### src/hsr_consts.svh
// offsets, field positions and reset values of the sensor routing block
`ifndef HSR_CONSTS_SVH
`define HSR_CONSTS_SVH
`define HSR_OFF_CTRL        8'h00
`define HSR_OFF_PHSEL       8'h04
`define HSR_OFF_STATUS      8'h08
`define HSR_CTRL_POL        0
`define HSR_CTRL_SEL_LO     1
`define HSR_CTRL_SEL_HI     3
`define HSR_CTRL_SENSLESS   4
`define HSR_CTRL_SUPPLY_N   5
`define HSR_CTRL_TRIG       6
`define HSR_CTRL_RST        8'h20
`define HSR_PHSEL_RST       6'h00
`define HSR_RESP_OKAY       2'h0
`define HSR_RESP_SLVERR     2'h2
`endif

### src/hsr_pkg.sv
// types shared by the sensor routing block
package hsr_pkg;
	typedef enum logic [2:0] {
		HSR_ORD_ABC = 3'h0,
		HSR_ORD_ACB = 3'h1,
		HSR_ORD_BAC = 3'h2,
		HSR_ORD_BCA = 3'h3,
		HSR_ORD_AAB = 3'h4,
		HSR_ORD_ABA = 3'h5
	} hsrOrder_t;
	typedef struct packed {
		logic [7:0]  awaddr;
		logic        awvalid;
		logic [31:0] wdata;
		logic [3:0]  wstrb;
		logic        wvalid;
		logic        bready;
		logic [7:0]  araddr;
		logic        arvalid;
		logic        rready;
	} hsrAxiReq_t;
	typedef struct packed {
		logic        awready;
		logic        wready;
		logic        bvalid;
		logic [1:0]  bresp;
		logic        arready;
		logic        rvalid;
		logic [31:0] rdata;
		logic [1:0]  rresp;
	} hsrAxiRsp_t;
endpackage : hsr_pkg

### src/hsr_signal_routing.sv
// rotor position sensor routing with axi4-lite control
// Operation
// - microcontroller line selects measured back-emf phase
// - sensorless drops speed pulse, commutation, lock
// - trigger applies phase selects, then self-clears
// - polarity bit inverts all three sensor inputs
// - selector code picks terminal per channel
// - routed signals feed microcontroller and commutation
//
// Local design decisions: the address map and the AXI4-Lite slave port.
`timescale 1ns/100ps
`include "hsr_consts.svh"
module hsr_signal_routing (
	// clock and reset
	input  wire logic               clk,
	input  wire logic               rst_n,
	// register bus
	input  wire hsr_pkg::hsrAxiReq_t axiReq,
	output hsr_pkg::hsrAxiRsp_t     axiRsp,
	// sensor terminals and microcontroller side port
	input  wire logic [2:0]         positionIn,
	input  wire logic [2:0]         phaseMeasureSelect,
	// routed sensor signals
	output logic [2:0]              mcuSensorOut,
	output logic [2:0]              commutSensorOut,
	// phase measure and function gating
	output logic [2:0]              bemfPhaseSel,
	output logic                    speedPulseEn,
	output logic                    commutEn,
	output logic                    lockDetectEn,
	output logic                    sensorSupplySaveN,
	output logic [5:0]              phaseSelApplied
);
	import hsr_pkg::*;

	////////////////////////////////////////////////////////////////////////////////
	logic       rstMeta;
	logic       rstSyncN;
	always_ff @(posedge clk or negedge rst_n) begin
		if (!rst_n) begin
			rstMeta  <= 1'b0;
			rstSyncN <= 1'b0;
		end else begin
			rstMeta  <= 1'b1;
			rstSyncN <= rstMeta;
		end
	end

	// pins: two flops before any logic; the first stage is read only by the second
	logic [5:0] pinMeta;
	logic [5:0] pinSync;
	always_ff @(posedge clk or negedge rstSyncN) begin
		if (!rstSyncN) begin
			pinMeta <= 6'h00;
			pinSync <= 6'h00;
		end else begin
			pinMeta <= {phaseMeasureSelect, positionIn};
			pinSync <= pinMeta;
		end
	end
	logic [2:0] posSync;
	logic [2:0] measSync;
	assign posSync  = pinSync[2:0];
	assign measSync = pinSync[5:3];

	////////////////////////////////////////////////////////////////////////////////
	// axi4-lite slave: address and data taken in either order, one write and one read
	logic [7:0]  ctrlReg;
	logic [5:0]  phselReg;
	logic        awreadyReg, wreadyReg, awHeldReg, wHeldReg, bvalidReg;
	logic [1:0]  brespReg;
	logic [7:0]  awAddrReg;
	logic [31:0] wDataReg;
	logic [3:0]  wStrbReg;
	logic        arreadyReg, rvalidReg;
	logic [31:0] rdataReg;
	logic [1:0]  rrespReg;
	logic        doWrite;
	logic        wrCtrl;
	logic        wrPhsel;
	assign doWrite = awHeldReg && wHeldReg && !bvalidReg;
	assign wrCtrl  = doWrite && awAddrReg == `HSR_OFF_CTRL && wStrbReg[0];
	assign wrPhsel = doWrite && awAddrReg == `HSR_OFF_PHSEL && wStrbReg[0];

	always_ff @(posedge clk or negedge rstSyncN) begin
		if (!rstSyncN) begin
			awreadyReg <= 1'b1;
			wreadyReg  <= 1'b1;
			awHeldReg  <= 1'b0;
			wHeldReg   <= 1'b0;
			awAddrReg  <= 8'h00;
			wDataReg   <= 32'h00000000;
			wStrbReg   <= 4'h0;
			bvalidReg  <= 1'b0;
			brespReg   <= `HSR_RESP_OKAY;
		end else begin
			if (axiReq.awvalid && awreadyReg) begin
				awreadyReg <= 1'b0;
				awHeldReg  <= 1'b1;
				awAddrReg  <= {axiReq.awaddr[7:2], 2'h0};
			end
			if (axiReq.wvalid && wreadyReg) begin
				wreadyReg <= 1'b0;
				wHeldReg  <= 1'b1;
				wDataReg  <= axiReq.wdata;
				wStrbReg  <= axiReq.wstrb;
			end
			if (doWrite) begin
				awHeldReg <= 1'b0;
				wHeldReg  <= 1'b0;
				bvalidReg <= 1'b1;
				brespReg  <= (awAddrReg == `HSR_OFF_CTRL || awAddrReg == `HSR_OFF_PHSEL ||
					awAddrReg == `HSR_OFF_STATUS) ? `HSR_RESP_OKAY : `HSR_RESP_SLVERR;
			end
			if (bvalidReg && axiReq.bready) begin
				bvalidReg  <= 1'b0;
				awreadyReg <= 1'b1;
				wreadyReg  <= 1'b1;
			end
		end
	end

	// control register; the trigger bit self-clears one cycle after it is set
	always_ff @(posedge clk or negedge rstSyncN) begin
		if (!rstSyncN) begin
			ctrlReg <= `HSR_CTRL_RST;
		end else if (wrCtrl) begin
			ctrlReg <= wDataReg[7:0];   // a new trigger write wins over the self-clear
		end else begin
			ctrlReg[`HSR_CTRL_TRIG] <= 1'b0;
		end
	end

	// per-phase selects only reach the ports on a trigger
	always_ff @(posedge clk or negedge rstSyncN) begin
		if (!rstSyncN) begin
			phselReg        <= `HSR_PHSEL_RST;
			phaseSelApplied <= `HSR_PHSEL_RST;
		end else begin
			if (wrPhsel) begin
				phselReg <= wDataReg[5:0];
			end
			if (ctrlReg[`HSR_CTRL_TRIG]) begin
				phaseSelApplied <= phselReg;
			end
		end
	end

	always_ff @(posedge clk or negedge rstSyncN) begin
		if (!rstSyncN) begin
			arreadyReg <= 1'b1;
			rvalidReg  <= 1'b0;
			rdataReg   <= 32'h00000000;
			rrespReg   <= `HSR_RESP_OKAY;
		end else if (axiReq.arvalid && arreadyReg) begin
			arreadyReg <= 1'b0;
			rvalidReg  <= 1'b1;
			rrespReg   <= `HSR_RESP_OKAY;
			case ({axiReq.araddr[7:2], 2'h0})
				`HSR_OFF_CTRL:   rdataReg <= {24'h000000, ctrlReg};
				`HSR_OFF_PHSEL:  rdataReg <= {26'h0000000, phselReg};
				`HSR_OFF_STATUS: rdataReg <= {23'h000000, bemfPhaseSel, mcuSensorOut, posSync};
				default: begin
					rdataReg <= 32'h00000000;
					rrespReg <= `HSR_RESP_SLVERR;
				end
			endcase
		end else if (rvalidReg && axiReq.rready) begin
			rvalidReg  <= 1'b0;
			arreadyReg <= 1'b1;
		end
	end

	assign axiRsp = '{awready: awreadyReg, wready: wreadyReg, bvalid: bvalidReg, bresp: brespReg,
		arready: arreadyReg, rvalid: rvalidReg, rdata: rdataReg, rresp: rrespReg};

	////////////////////////////////////////////////////////////////////////////////
	// routing: invert each terminal first, then pick, so duplicated channels match
	logic [2:0] polIn;
	logic [2:0] routedNext;
	assign polIn = posSync ^ {3{ctrlReg[`HSR_CTRL_POL]}};
	always_comb begin
		case (hsrOrder_t'(ctrlReg[`HSR_CTRL_SEL_HI:`HSR_CTRL_SEL_LO]))
			HSR_ORD_ACB: routedNext = {polIn[1], polIn[2], polIn[0]};
			HSR_ORD_BAC: routedNext = {polIn[2], polIn[0], polIn[1]};
			HSR_ORD_BCA: routedNext = {polIn[0], polIn[2], polIn[1]};
			HSR_ORD_AAB: routedNext = {polIn[1], polIn[0], polIn[0]};
			HSR_ORD_ABA: routedNext = {polIn[0], polIn[1], polIn[0]};
			// prohibited codes fall back to straight order
			default:     routedNext = polIn;
		endcase
	end

	// one register stage so outputs come from flops; both consumers see the same value
	always_ff @(posedge clk or negedge rstSyncN) begin
		if (!rstSyncN) begin
			mcuSensorOut    <= 3'h0;
			commutSensorOut <= 3'h0;
		end else begin
			mcuSensorOut    <= routedNext;
			commutSensorOut <= routedNext;
		end
	end

	// sensorless: side-port lines pick the measured phase, hall-only functions drop
	logic sensless;
	assign sensless = ctrlReg[`HSR_CTRL_SENSLESS];
	always_ff @(posedge clk or negedge rstSyncN) begin
		if (!rstSyncN) begin
			bemfPhaseSel      <= 3'h0;
			speedPulseEn      <= 1'b0;
			commutEn          <= 1'b0;
			lockDetectEn      <= 1'b0;
			sensorSupplySaveN <= 1'b1;
		end else begin
			// relies on the microcontroller raising one line at a time
			bemfPhaseSel      <= sensless ? measSync : 3'h0;
			speedPulseEn      <= !sensless;
			commutEn          <= !sensless;
			lockDetectEn      <= !sensless;
			sensorSupplySaveN <= ctrlReg[`HSR_CTRL_SUPPLY_N]; // software clears it before mode change
		end
	end
endmodule : hsr_signal_routing

### config.mk
export PLATFORM = sky130hd
export DESIGN_NAME = hsr_signal_routing
export DESIGN_NICKNAME = d
export VERILOG_FILES = /design/src/hsr_pkg.sv /design/src/hsr_signal_routing.sv
export VERILOG_INCLUDE_DIRS = /design/src
export SDC_FILE = /design/constraint.sdc
export NUM_CORES = 1
export LEC_CHECK = 0
export BUFFER_PORTS_ARGS = -buffer_cell sky130_fd_sc_hd__buf_2
export CAP_MARGIN = 20
export CORE_MARGIN = 2
export CORE_UTILIZATION = 23
export CTS_CLUSTER_DIAMETER = 120
export DETAILED_ROUTE_END_ITERATION = 8
export GPL_TIMING_DRIVEN = 1
export HOLD_SLACK_MARGIN = 0.12
export PLACE_DENSITY_LB_ADDON = 0.25
export SYNTH_ARGS = -nofsm -noshare
export SYNTH_HDL_FRONTEND = slang
export SYNTH_SLANG_ARGS = --single-unit
### constraint.sdc
create_clock -name clk -period 3.2 [get_ports clk]
set_input_delay 0.16 -clock clk [delete_from_list [all_inputs] [get_ports clk]]
set_output_delay 0.16 -clock clk [all_outputs]
set_load 0.05 [all_outputs]
* Yosys cells after proc, flatten, opt, wreduce, memory -nomap -nowiden
Index checks and enable logic that the tools add are counted.
Word-level totals: register bits after elaboration 100, input bits 65, output and inout bits 60, logic and storage cells 79
Cells by class: equal/unequal tests 9, multiplexer cells 20, bitwise logic cells 1, reductions and logical operators 24
Operators with widths (count):
- 9-bit one-hot mux with 3 select lines | 1
- 1-bit 2-to-1 mux | 15
- 3-bit one-hot mux with 5 select lines | 1
- 6-bit by 1-bit == test with 1-bit output, second input constant | 2
- 6-bit by 2-bit == test with 1-bit output, second input constant | 2
- 2-bit nonzero test | 6
- 1-bit logical AND | 11
- 8-bit logical NOT | 1
- 3-bit by 2-bit == test with 1-bit output, second input constant | 2
- 3-bit == test, second input constant | 2
- 6-bit logical NOT | 1
- 2-bit 2-to-1 mux | 2
- 3-bit by 1-bit == test with 1-bit output, second input constant | 1
- 3-bit 2-to-1 mux | 1
- 3-bit OR reduction | 1
- 3-bit XOR | 1
- 1-bit logical NOT | 2
- 1-bit logical OR | 2

* Longest topological paths before layout
Gate-level depths: netlist of run 1.
depth after elaboration 5, gate-level depth with buffers 4, mapped depth without buffers 3

* Worst setup path after synthesis of run 1
OpenSTA, ideal clock, no wires.
path kind reg-to-reg, from reg awAddrReg[5], to reg phselReg[0], setup time 0.125 ns, arrival time 1.831 ns, required time 3.075 ns, setup slack 1.244 ns, stages on the path, launching flop included 5, buffers on the path 1, clock period less this slack 1.956 ns, cell sequence dfrtp_1 or4_4 or4_4 buf_6 mux2_4
On the way: word-level cells in the longest chain between the ends 3
Ends and longest elaborated chain:
- start: declaration | RTL line hsr_signal_routing.sv:72 | logic [7:0] awAddrReg;
- start signal: assignment | RTL line hsr_signal_routing.sv:100 | awAddrReg <= {axiReq.awaddr[7:2], 2'h0};
- 6-bit by 1-bit == test with 1-bit output (no line)
- 1-bit logical AND (no line)
- 1-bit logical AND | RTL line hsr_signal_routing.sv:83 | assign wrPhsel = doWrite && awAddrReg == `HSR_OFF_PHSEL && wStrbReg[0];
- end signal: assignment | RTL line hsr_signal_routing.sv:137 | phselReg <= `HSR_PHSEL_RST;
- end signal: assignment | RTL line hsr_signal_routing.sv:141 | phselReg <= wDataReg[5:0];
- end: declaration | RTL line hsr_signal_routing.sv:69 | logic [5:0] phselReg;
No other way between the ends. A chain may end at the register's enable or synchronous reset.

* Final worst setup path of run 1
from reg awAddrReg[5], to reg ctrlReg[1]
On the way: word-level cells in the longest chain between the ends 3
Ends and longest elaborated chain:
- 8-bit logical NOT (no line)
- 1-bit logical AND (no line)
- 1-bit logical AND | RTL line hsr_signal_routing.sv:82 | assign wrCtrl = doWrite && awAddrReg == `HSR_OFF_CTRL && wStrbReg[0];
- end signal: assignment | RTL line hsr_signal_routing.sv:126 | ctrlReg <= `HSR_CTRL_RST;
- end signal: assignment | RTL line hsr_signal_routing.sv:128 | ctrlReg <= wDataReg[7:0];
- end: declaration | RTL line hsr_signal_routing.sv:68 | logic [7:0] ctrlReg;
No other way between the ends.

==> reports/qor.csv, run 1 <==
stage;metric;value;unit
critical_path;critPathKind;flop to flop;
global_routing;track_usage;9.527;%
yosys;ys_seq_area_share;59.32;%
critical_path;worstPathArrival;2.24;ns
timing;worst_pin_slew;0.6083;ns
flow_run;cap_violations;0;
power;ir_worst_vdd;460.6;uV
global_routing;grt_pass1_wl;10.60;mm
clock_network;post_cts_buffers;0;
clock_network;cts_buffers;9;
yosys;ys_types;32;
final_layout;syn_to_final_growth;31.85;%
final_layout;fill_cells;1352;
placed_design;post-dp-hpwl;4.534;mm
routing;drc;0;
timing;fmaxAchievable;493.9;MHz
placed_design;io_buffers;68;
clock_network;clk_latency;0.33;ns
yosys;ys_ff_latch;75;
global_routing;antenna_found_initial;0;
final_layout;drive_gt1_share;38.92;%
min_path;hp-class;input port to flop;
routing;drt_wl_total;6.406;mm
global_routing;grt_overflow;0;
floorplan;dieArea;14760;um^2
yosys;yosysTopAreaCell;dfrtp_1;
power;leakage;2.051;nW
yosys;yosysWarningCount;0;
critical_path;critPathCaptureType;flop;
clock_network;cts_max_level;3;
yosys;synth-main-ff-cell;dfrtp_1;
critical_path;required;3.41;ns
yosys;async_flop_share;100.0;%
yosys;synth_area;3174;um^2
timing;whs;0.1681;ns
clock_network;clock-sinks;75;
routing;ant_nets;0;
final_layout;fin_area;4185;um^2
routing;wl_per_cell;12.56;um
floorplan;die_x;121.5;um
timing;finalWorstSetupSlack;1.175;ns
final_layout;n_antenna_cell;0;
timing;setup_violations;0;
critical_path;startpoint_type;flop;
clock_network;root_buffer;clkbuf_16;
critical_path;cp_max_fo;7;
floorplan;die_y;121.5;um
yosys;synth_area_leaders;dfrtp_1 55%, mux2_2 11%, buf_4 8.3%;
timing;post-route-period-util;63.27;%
timing;fin_crit;2.025;ns
final_layout;fin_nets;394;
floorplan;std_cell_rows;42;
floorplan;initial_core_util;23.78;%
routing;num_vias;1970;
placed_design;place.gp.congestion;0.7633;
routing;drtIter0Drc;69;
global_routing;grt_pass1_vias;2029;
timing;setup_tns;0;ns
timing;rsz0062_at_grt;false;
timing;hold_viol;0;
timing;skew;0.006691;ns
yosys;synth_edf_count;0;
floorplan;io_pins;125;
timing;slew_headroom;59.15;%
yosys;yosysTopAreaCellShare;55.18;%
yosys;synthTopCellsByCount;70 x dfrtp_1, 35 x buf_4, 30 x mux2_2, 9 x nand2_1;
global_routing;grt_max_degree;74;
final_layout;stdcell_count;510;
routing;firstDrtPassIters;3;
placed_design;dp_cells;463;
placed_design;pre_cts_ws;1.170;ns
outcome;status;finished, final reports clean;
clock_network;cts_tree;built;
yosys;synthCells;236;
yosys;yosysMostFrequentCell;dfrtp_1;
power;pwr_density_cell;837.4;nW/um^2
clock_network;clockBufferDepth;2;
yosys;syn_avg_cell_area;13.45;um^2
placed_design;dpl_cell_area;3550;um^2
timing;maxSlewViolCount;0;
routing;vias_per_cell;3.863;
floorplan;core_area;13350;um^2
clock_network;path_clk_slew;0.06;ns
-- area by class of cell --
cell class,count,area [um^2],area share [%]
sequential,75,1884,45.02
multi-input combinational,135,1055,25.20
timing repair buffer,100,670.6,16.02
clock buffer,10,239.0,5.710
tap,176,220.2,5.262
clock inverter,6,86.33,2.063
inverter,8,30.03,0.7175
-- cell usage in the layout (no fill, tap or decap), drive strengths merged, types with 2 or more instances in the layout --
cell type,instances
a21boi,2
a21oi,4
a22o,8
and2,3
buf,69
bufinv,2
clkbuf,10
clkinv,2
conb,26
dfrtp,70
dfstp,5
dlygate4sd3,31
inv,9
mux2,36
mux2i,8
nand2,9
nand2b,4
nand3,2
nor2,4
nor2b,2
o21ai,5
o2bb2ai,6
or4,3
xor2,5
-- registers in the layout, summed over array words and instances (netlist names), 3 cells and up --
signal	cells
commutSensorOut	3
ctrlReg	8
rdataReg	9
phaseSelApplied	6
wDataReg	8
pinSync	6
pinMeta	6
bemfPhaseSel	3
awAddrReg	6
phselReg	6
-- per-layer routing --
| layer | share of wire (%) | GRT usage (%) | vias to the layer above |
|---|---|---|---|
| met2 | 44 | 14.61 | 82 |
| met3 | 8.1 | 4.652 | 6 |
| met5 | 0 | 0 | - |
| met1 | 47 | 11.94 | 937 |
| li1 | - | - | 945 |
| met4 | 1.2 | 2.586 | 0 |
-- where the power goes --
part / total (W) / switching [W] / internal, W / leakage (nW)
sequential: 0.00141 / 0.000207 / 0.00120 / 0.939
combinational: 0.00101 / 0.000640 / 0.000365 / 0.953
clock: 0.00109 / 0.000386 / 0.000703 / 0.159
total: 0.00350 / 0.00123 / 0.00227 / 2.05
-- repair_timing --
item / in CTS / in global routing
gates resized for setup: 0 / 0
endpoints found under the hold margin: 28 / 0
hold buffers: 31 / 0
-- critical path, stage by stage (launching register included) --
cell	delay [ns]
dfrtp_1	0.38
or4_4	0.58
nor4_4	0.55
mux2_2	0.40
-- worst paths after layout --
| kind | end | slack [ns] | from | cells after the start |
|---|---|---|---|---|
| worst max-delay path | ctrlReg[1]$_DFFE_PN0P_ | 1.18 | awAddrReg[5]$_DFFE_PN0P_ | 3 |
| worst min register to register | pinMeta[5]$_DFF_PN0_ | 0.29 | rstSyncN$_DFF_PN0_ | 1 |
| worst min-delay path | rrespReg[1]$_DFFE_PN0P_ | 0.17 | axiReq[4] | 3 |
| max in group asynchronous | rstSyncN$_DFF_PN0_ | 2.40 | rst_n | 3 |
| worst max register to register | ctrlReg[1]$_DFFE_PN0P_ | 1.18 | awAddrReg[5]$_DFFE_PN0P_ | 3 |
| min in group asynchronous | pinMeta[5]$_DFF_PN0_ | 0.29 | rstSyncN$_DFF_PN0_ | 1 |
-- metrics by stage --
step	util (%)	total power (W)
2_1_floorplan	-	0.002244
3_5_place_dp	26.59	0.002405
4_1_cts	31.36	0.003558
6_report	31.36	0.003505
3_3_place_gp	26.59	0.002377
5_1_grt	31.36	0.003709
-- logic make-up (layout without fill, tap and decap cells) --
group / count (synthesis) / in the layout / share of synthesized area, %
and+or+nand+nor: 31 / 31 / 5.912
other: 2 / 26 / 0.2366
muxes: 44 / 44 / 16.00
DFF: 75 / 75 / 59.32
buffers and inverters: 50 / 124 / 10.29
xor gates and xnor gates: 6 / 6 / 1.655
AOI/OAI and AO/OA: 28 / 28 / 6.583
No activity file was read; power rests on OpenSTA's default activity.
==> inputs of run 2 (changes only) <==
==> constraint.sdc (replaced) <==
create_clock -name clk -period 1.7 [get_ports clk]
set_input_delay 0.085 -clock clk [delete_from_list [all_inputs] [get_ports clk]]
set_output_delay 0.085 -clock clk [all_outputs]
set_load 0.05 [all_outputs]
==> reports/qor.csv, run 2 (same netlist as run 1, synthesis figures left out) <==
stage;metric;value;unit;change
placed_design;post-dp-hpwl;4.721;mm;was 4.534 mm
routing;vias_per_cell;3.898;;was 3.863
routing;num_vias;2023;;was 1970
critical_path;worstPathArrival;2.20;ns;was 2.24 ns
timing;maxSlewViolCount;0;;unchanged
critical_path;cp_max_fo;6;;was 7
outcome;status;finished, violations left;;was finished, final reports clean
clock_network;cts_tree;built;;unchanged
routing;firstDrtPassIters;4;;was 3
timing;setup_violations;13;;was 0
critical_path;r2r_slack;-0.28;ns;was 1.18 ns
global_routing;grt_pass1_wl;10.43;mm;was 10.60 mm
clock_network;root_buffer;clkbuf_16;;unchanged
critical_path;cp_cell_sequence;or4_4 > or4_4 > mux2_4;;was or4_4 > nor4_4 > mux2_2
min_path;hp-class;input port to flop;;unchanged
critical_path;crit_top_cell;or4_4;;
global_routing;grt_pass1_vias;2006;;was 2029
timing;post-route-period-util;116.4;%;was 63.27%
routing;wl_per_cell;12.62;um;was 12.56 um
routing;drt_wl_total;6.549;mm;was 6.406 mm
final_layout;fin_nets;403;;was 394
global_routing;grt_max_degree;59;;was 74
final_layout;top_regs;rdataReg x9, ctrlReg x8, wDataReg x8;;unchanged
min_path;min_path_cells;3;;unchanged
outcome;violations;negative setup slack;;
critical_path;cp_slowest_cell;or4_4;;unchanged
clock_network;clk_latency;0.33;ns;about the same
min_path;min_from;axiReq[5];;was axiReq[4]
floorplan;dieArea;14760;um^2;unchanged
clock_network;path_clk_slew;0.06;ns;about the same
final_layout;syn_to_final_growth;34.61;%;was 31.85%
floorplan;core_area;13350;um^2;unchanged
critical_path;critPathCaptureType;flop;;unchanged
critical_path;rr_startpoint;awAddrReg[5]$_DFFE_PN0P_;;unchanged
floorplan;io_pins;125;;unchanged
final_layout;final_cell_mix;69 x dfrtp_1, 68 x buf_2, 32 x dlygate4sd3_1;;was 69 x dfrtp_1, 68 x buf_2, 31 x dlygate4sd3_1
routing;drtIter0Drc;74;;was 69
min_path;holdPathEnd;rrespReg[1]$_DFFE_PN0P_;;unchanged
timing;rsz0062_at_grt;true;;was false
timing;hold_viol;0;;unchanged
placed_design;place.gp.congestion;0.7403;;was 0.7633
floorplan;initial_core_util;23.78;%;unchanged
critical_path;worstRegToRegCells;3;;unchanged
final_layout;largest_reg_flops;9;;unchanged
critical_path;crit_path_max_incr_delay;0.59;ns;was 0.58 ns
critical_path;timing.rr.end;phselReg[2]$_DFFE_PN0P_;;was ctrlReg[1]$_DFFE_PN0P_
timing;fin_crit;1.979;ns;was 2.025 ns
routing;drc;0;;unchanged
global_routing;grt_overflow;0;;unchanged
floorplan;std_cell_rows;42;;unchanged
clock_network;clock-sinks;75;;unchanged
power;ir_worst_vdd;780.8;uV;was 460.6 uV
power;leakage;2.094;nW;was 2.051 nW
timing;finalWorstSetupSlack;-0.2792;ns;was 1.175 ns
clock_network;cts_max_level;3;;unchanged
floorplan;die_x;121.5;um;unchanged
final_layout;final_common_cell;dfrtp_1;;unchanged
placed_design;dp_cells;471;;was 463
timing;skew;0.004927;ns;was 0.006691 ns
clock_network;clockBufferDepth;2;;unchanged
timing;fmaxAchievable;505.3;MHz;was 493.9 MHz
placed_design;io_buffers;68;;unchanged
power;pwr_density_cell;1540;nW/um^2;was 837.4 nW/um^2
final_layout;n_antenna_cell;0;;unchanged
critical_path;critPathKind;flop to flop;;unchanged
critical_path;startpoint_type;flop;;unchanged
final_layout;top_register;rdataReg;;unchanged
critical_path;required;1.92;ns;was 3.41 ns
flow_run;cap_violations;0;;unchanged
routing;ant_nets;0;;unchanged
global_routing;track_usage;9.544;%;was 9.527%
global_routing;antenna_found_initial;0;;unchanged
final_layout;stdcell_count;519;;was 510
final_layout;drive_gt1_share;40.23;%;was 38.92%
power;finalPower;0.006579;W;was 0.003505 W
clock_network;cts_buffers;9;;unchanged
floorplan;die_y;121.5;um;unchanged
run 2: layout make-up:
type / instances / area [um^2]
inverters: 8 / 30.03
clock buffers: 10 / 239.0
repair buffers: 109 / 753.2
multi-input cells: 135 / 1081
well taps: 176 / 220.2
clock inverters: 6 / 65.06
fillers: 1324 / 9075
flip-flops and latches: 75 / 1884
run 2: worst max path at each step:
stage	start	to	depth (start not counted)
floorplan	awAddrReg[5]$_DFFE_PN0P_	phselReg[0]$_DFFE_PN0P_	4
global placement	awAddrReg[5]$_DFFE_PN0P_	phselReg[3]$_DFFE_PN0P_	3
CTS	awAddrReg[5]$_DFFE_PN0P_	phselReg[3]$_DFFE_PN0P_	3
finish	awAddrReg[5]$_DFFE_PN0P_	phselReg[2]$_DFFE_PN0P_	3
detailed placement	awAddrReg[5]$_DFFE_PN0P_	phselReg[3]$_DFFE_PN0P_	3
global route	awAddrReg[5]$_DFFE_PN0P_	phselReg[3]$_DFFE_PN0P_	3
run 2: stage by stage:
step                hold WS (ns)  area (um^2)  TNS [ns]  util (%)  setup WS, ns
floorplan                -0.2106         3288    -2.744         -       -0.2561
global placement         -0.1273         3645    -2.013     27.31       -0.2384
detailed placement       -0.1269         3645    -2.249     27.31       -0.2614
CTS                       0.1506         4273    -2.506     32.01       -0.2845
global route              0.2108         4273    -3.306     32.01       -0.3211
finish                    0.1609         4273    -2.785     32.01       -0.2792
run 2: repair_timing:
item                                    4_1_cts  5_1_grt
setup buffers                                 0        0
hold buffers                                 32        0
endpoints found under the setup margin       13       13
gates resized for setup                       1        0
pin swaps                                     0        1
gates cloned                                  0        0
hold endpoints to repair                     29        0
run 2: critical path: cells and delay by family, from the launching register on:
family        cells  cell delay (ns)
simple gates      2             1.16
mux               1             0.32
flops             1             0.38
run 2: per-layer routing:
| metal | track usage (%) | vias up | share of wire (%) |
|---|---|---|---|
| met2 | 14.33 | 78 | 44 |
| met3 | 4.370 | 8 | 7.5 |
| met5 | 0 | - | 0 |
| li1 | - | 962 | - |
| met1 | 11.97 | 975 | 47 |
| met4 | 3.664 | 0 | 1.8 |
run 2: power by group:
| part | internal [W] | switching [W] |
|---|---|---|
| combinational | 0.000775 | 0.00124 |
| sequential | 0.00227 | 0.000381 |
| clock | 0.00118 | 0.000737 |
| total | 0.00422 | 0.00236 |
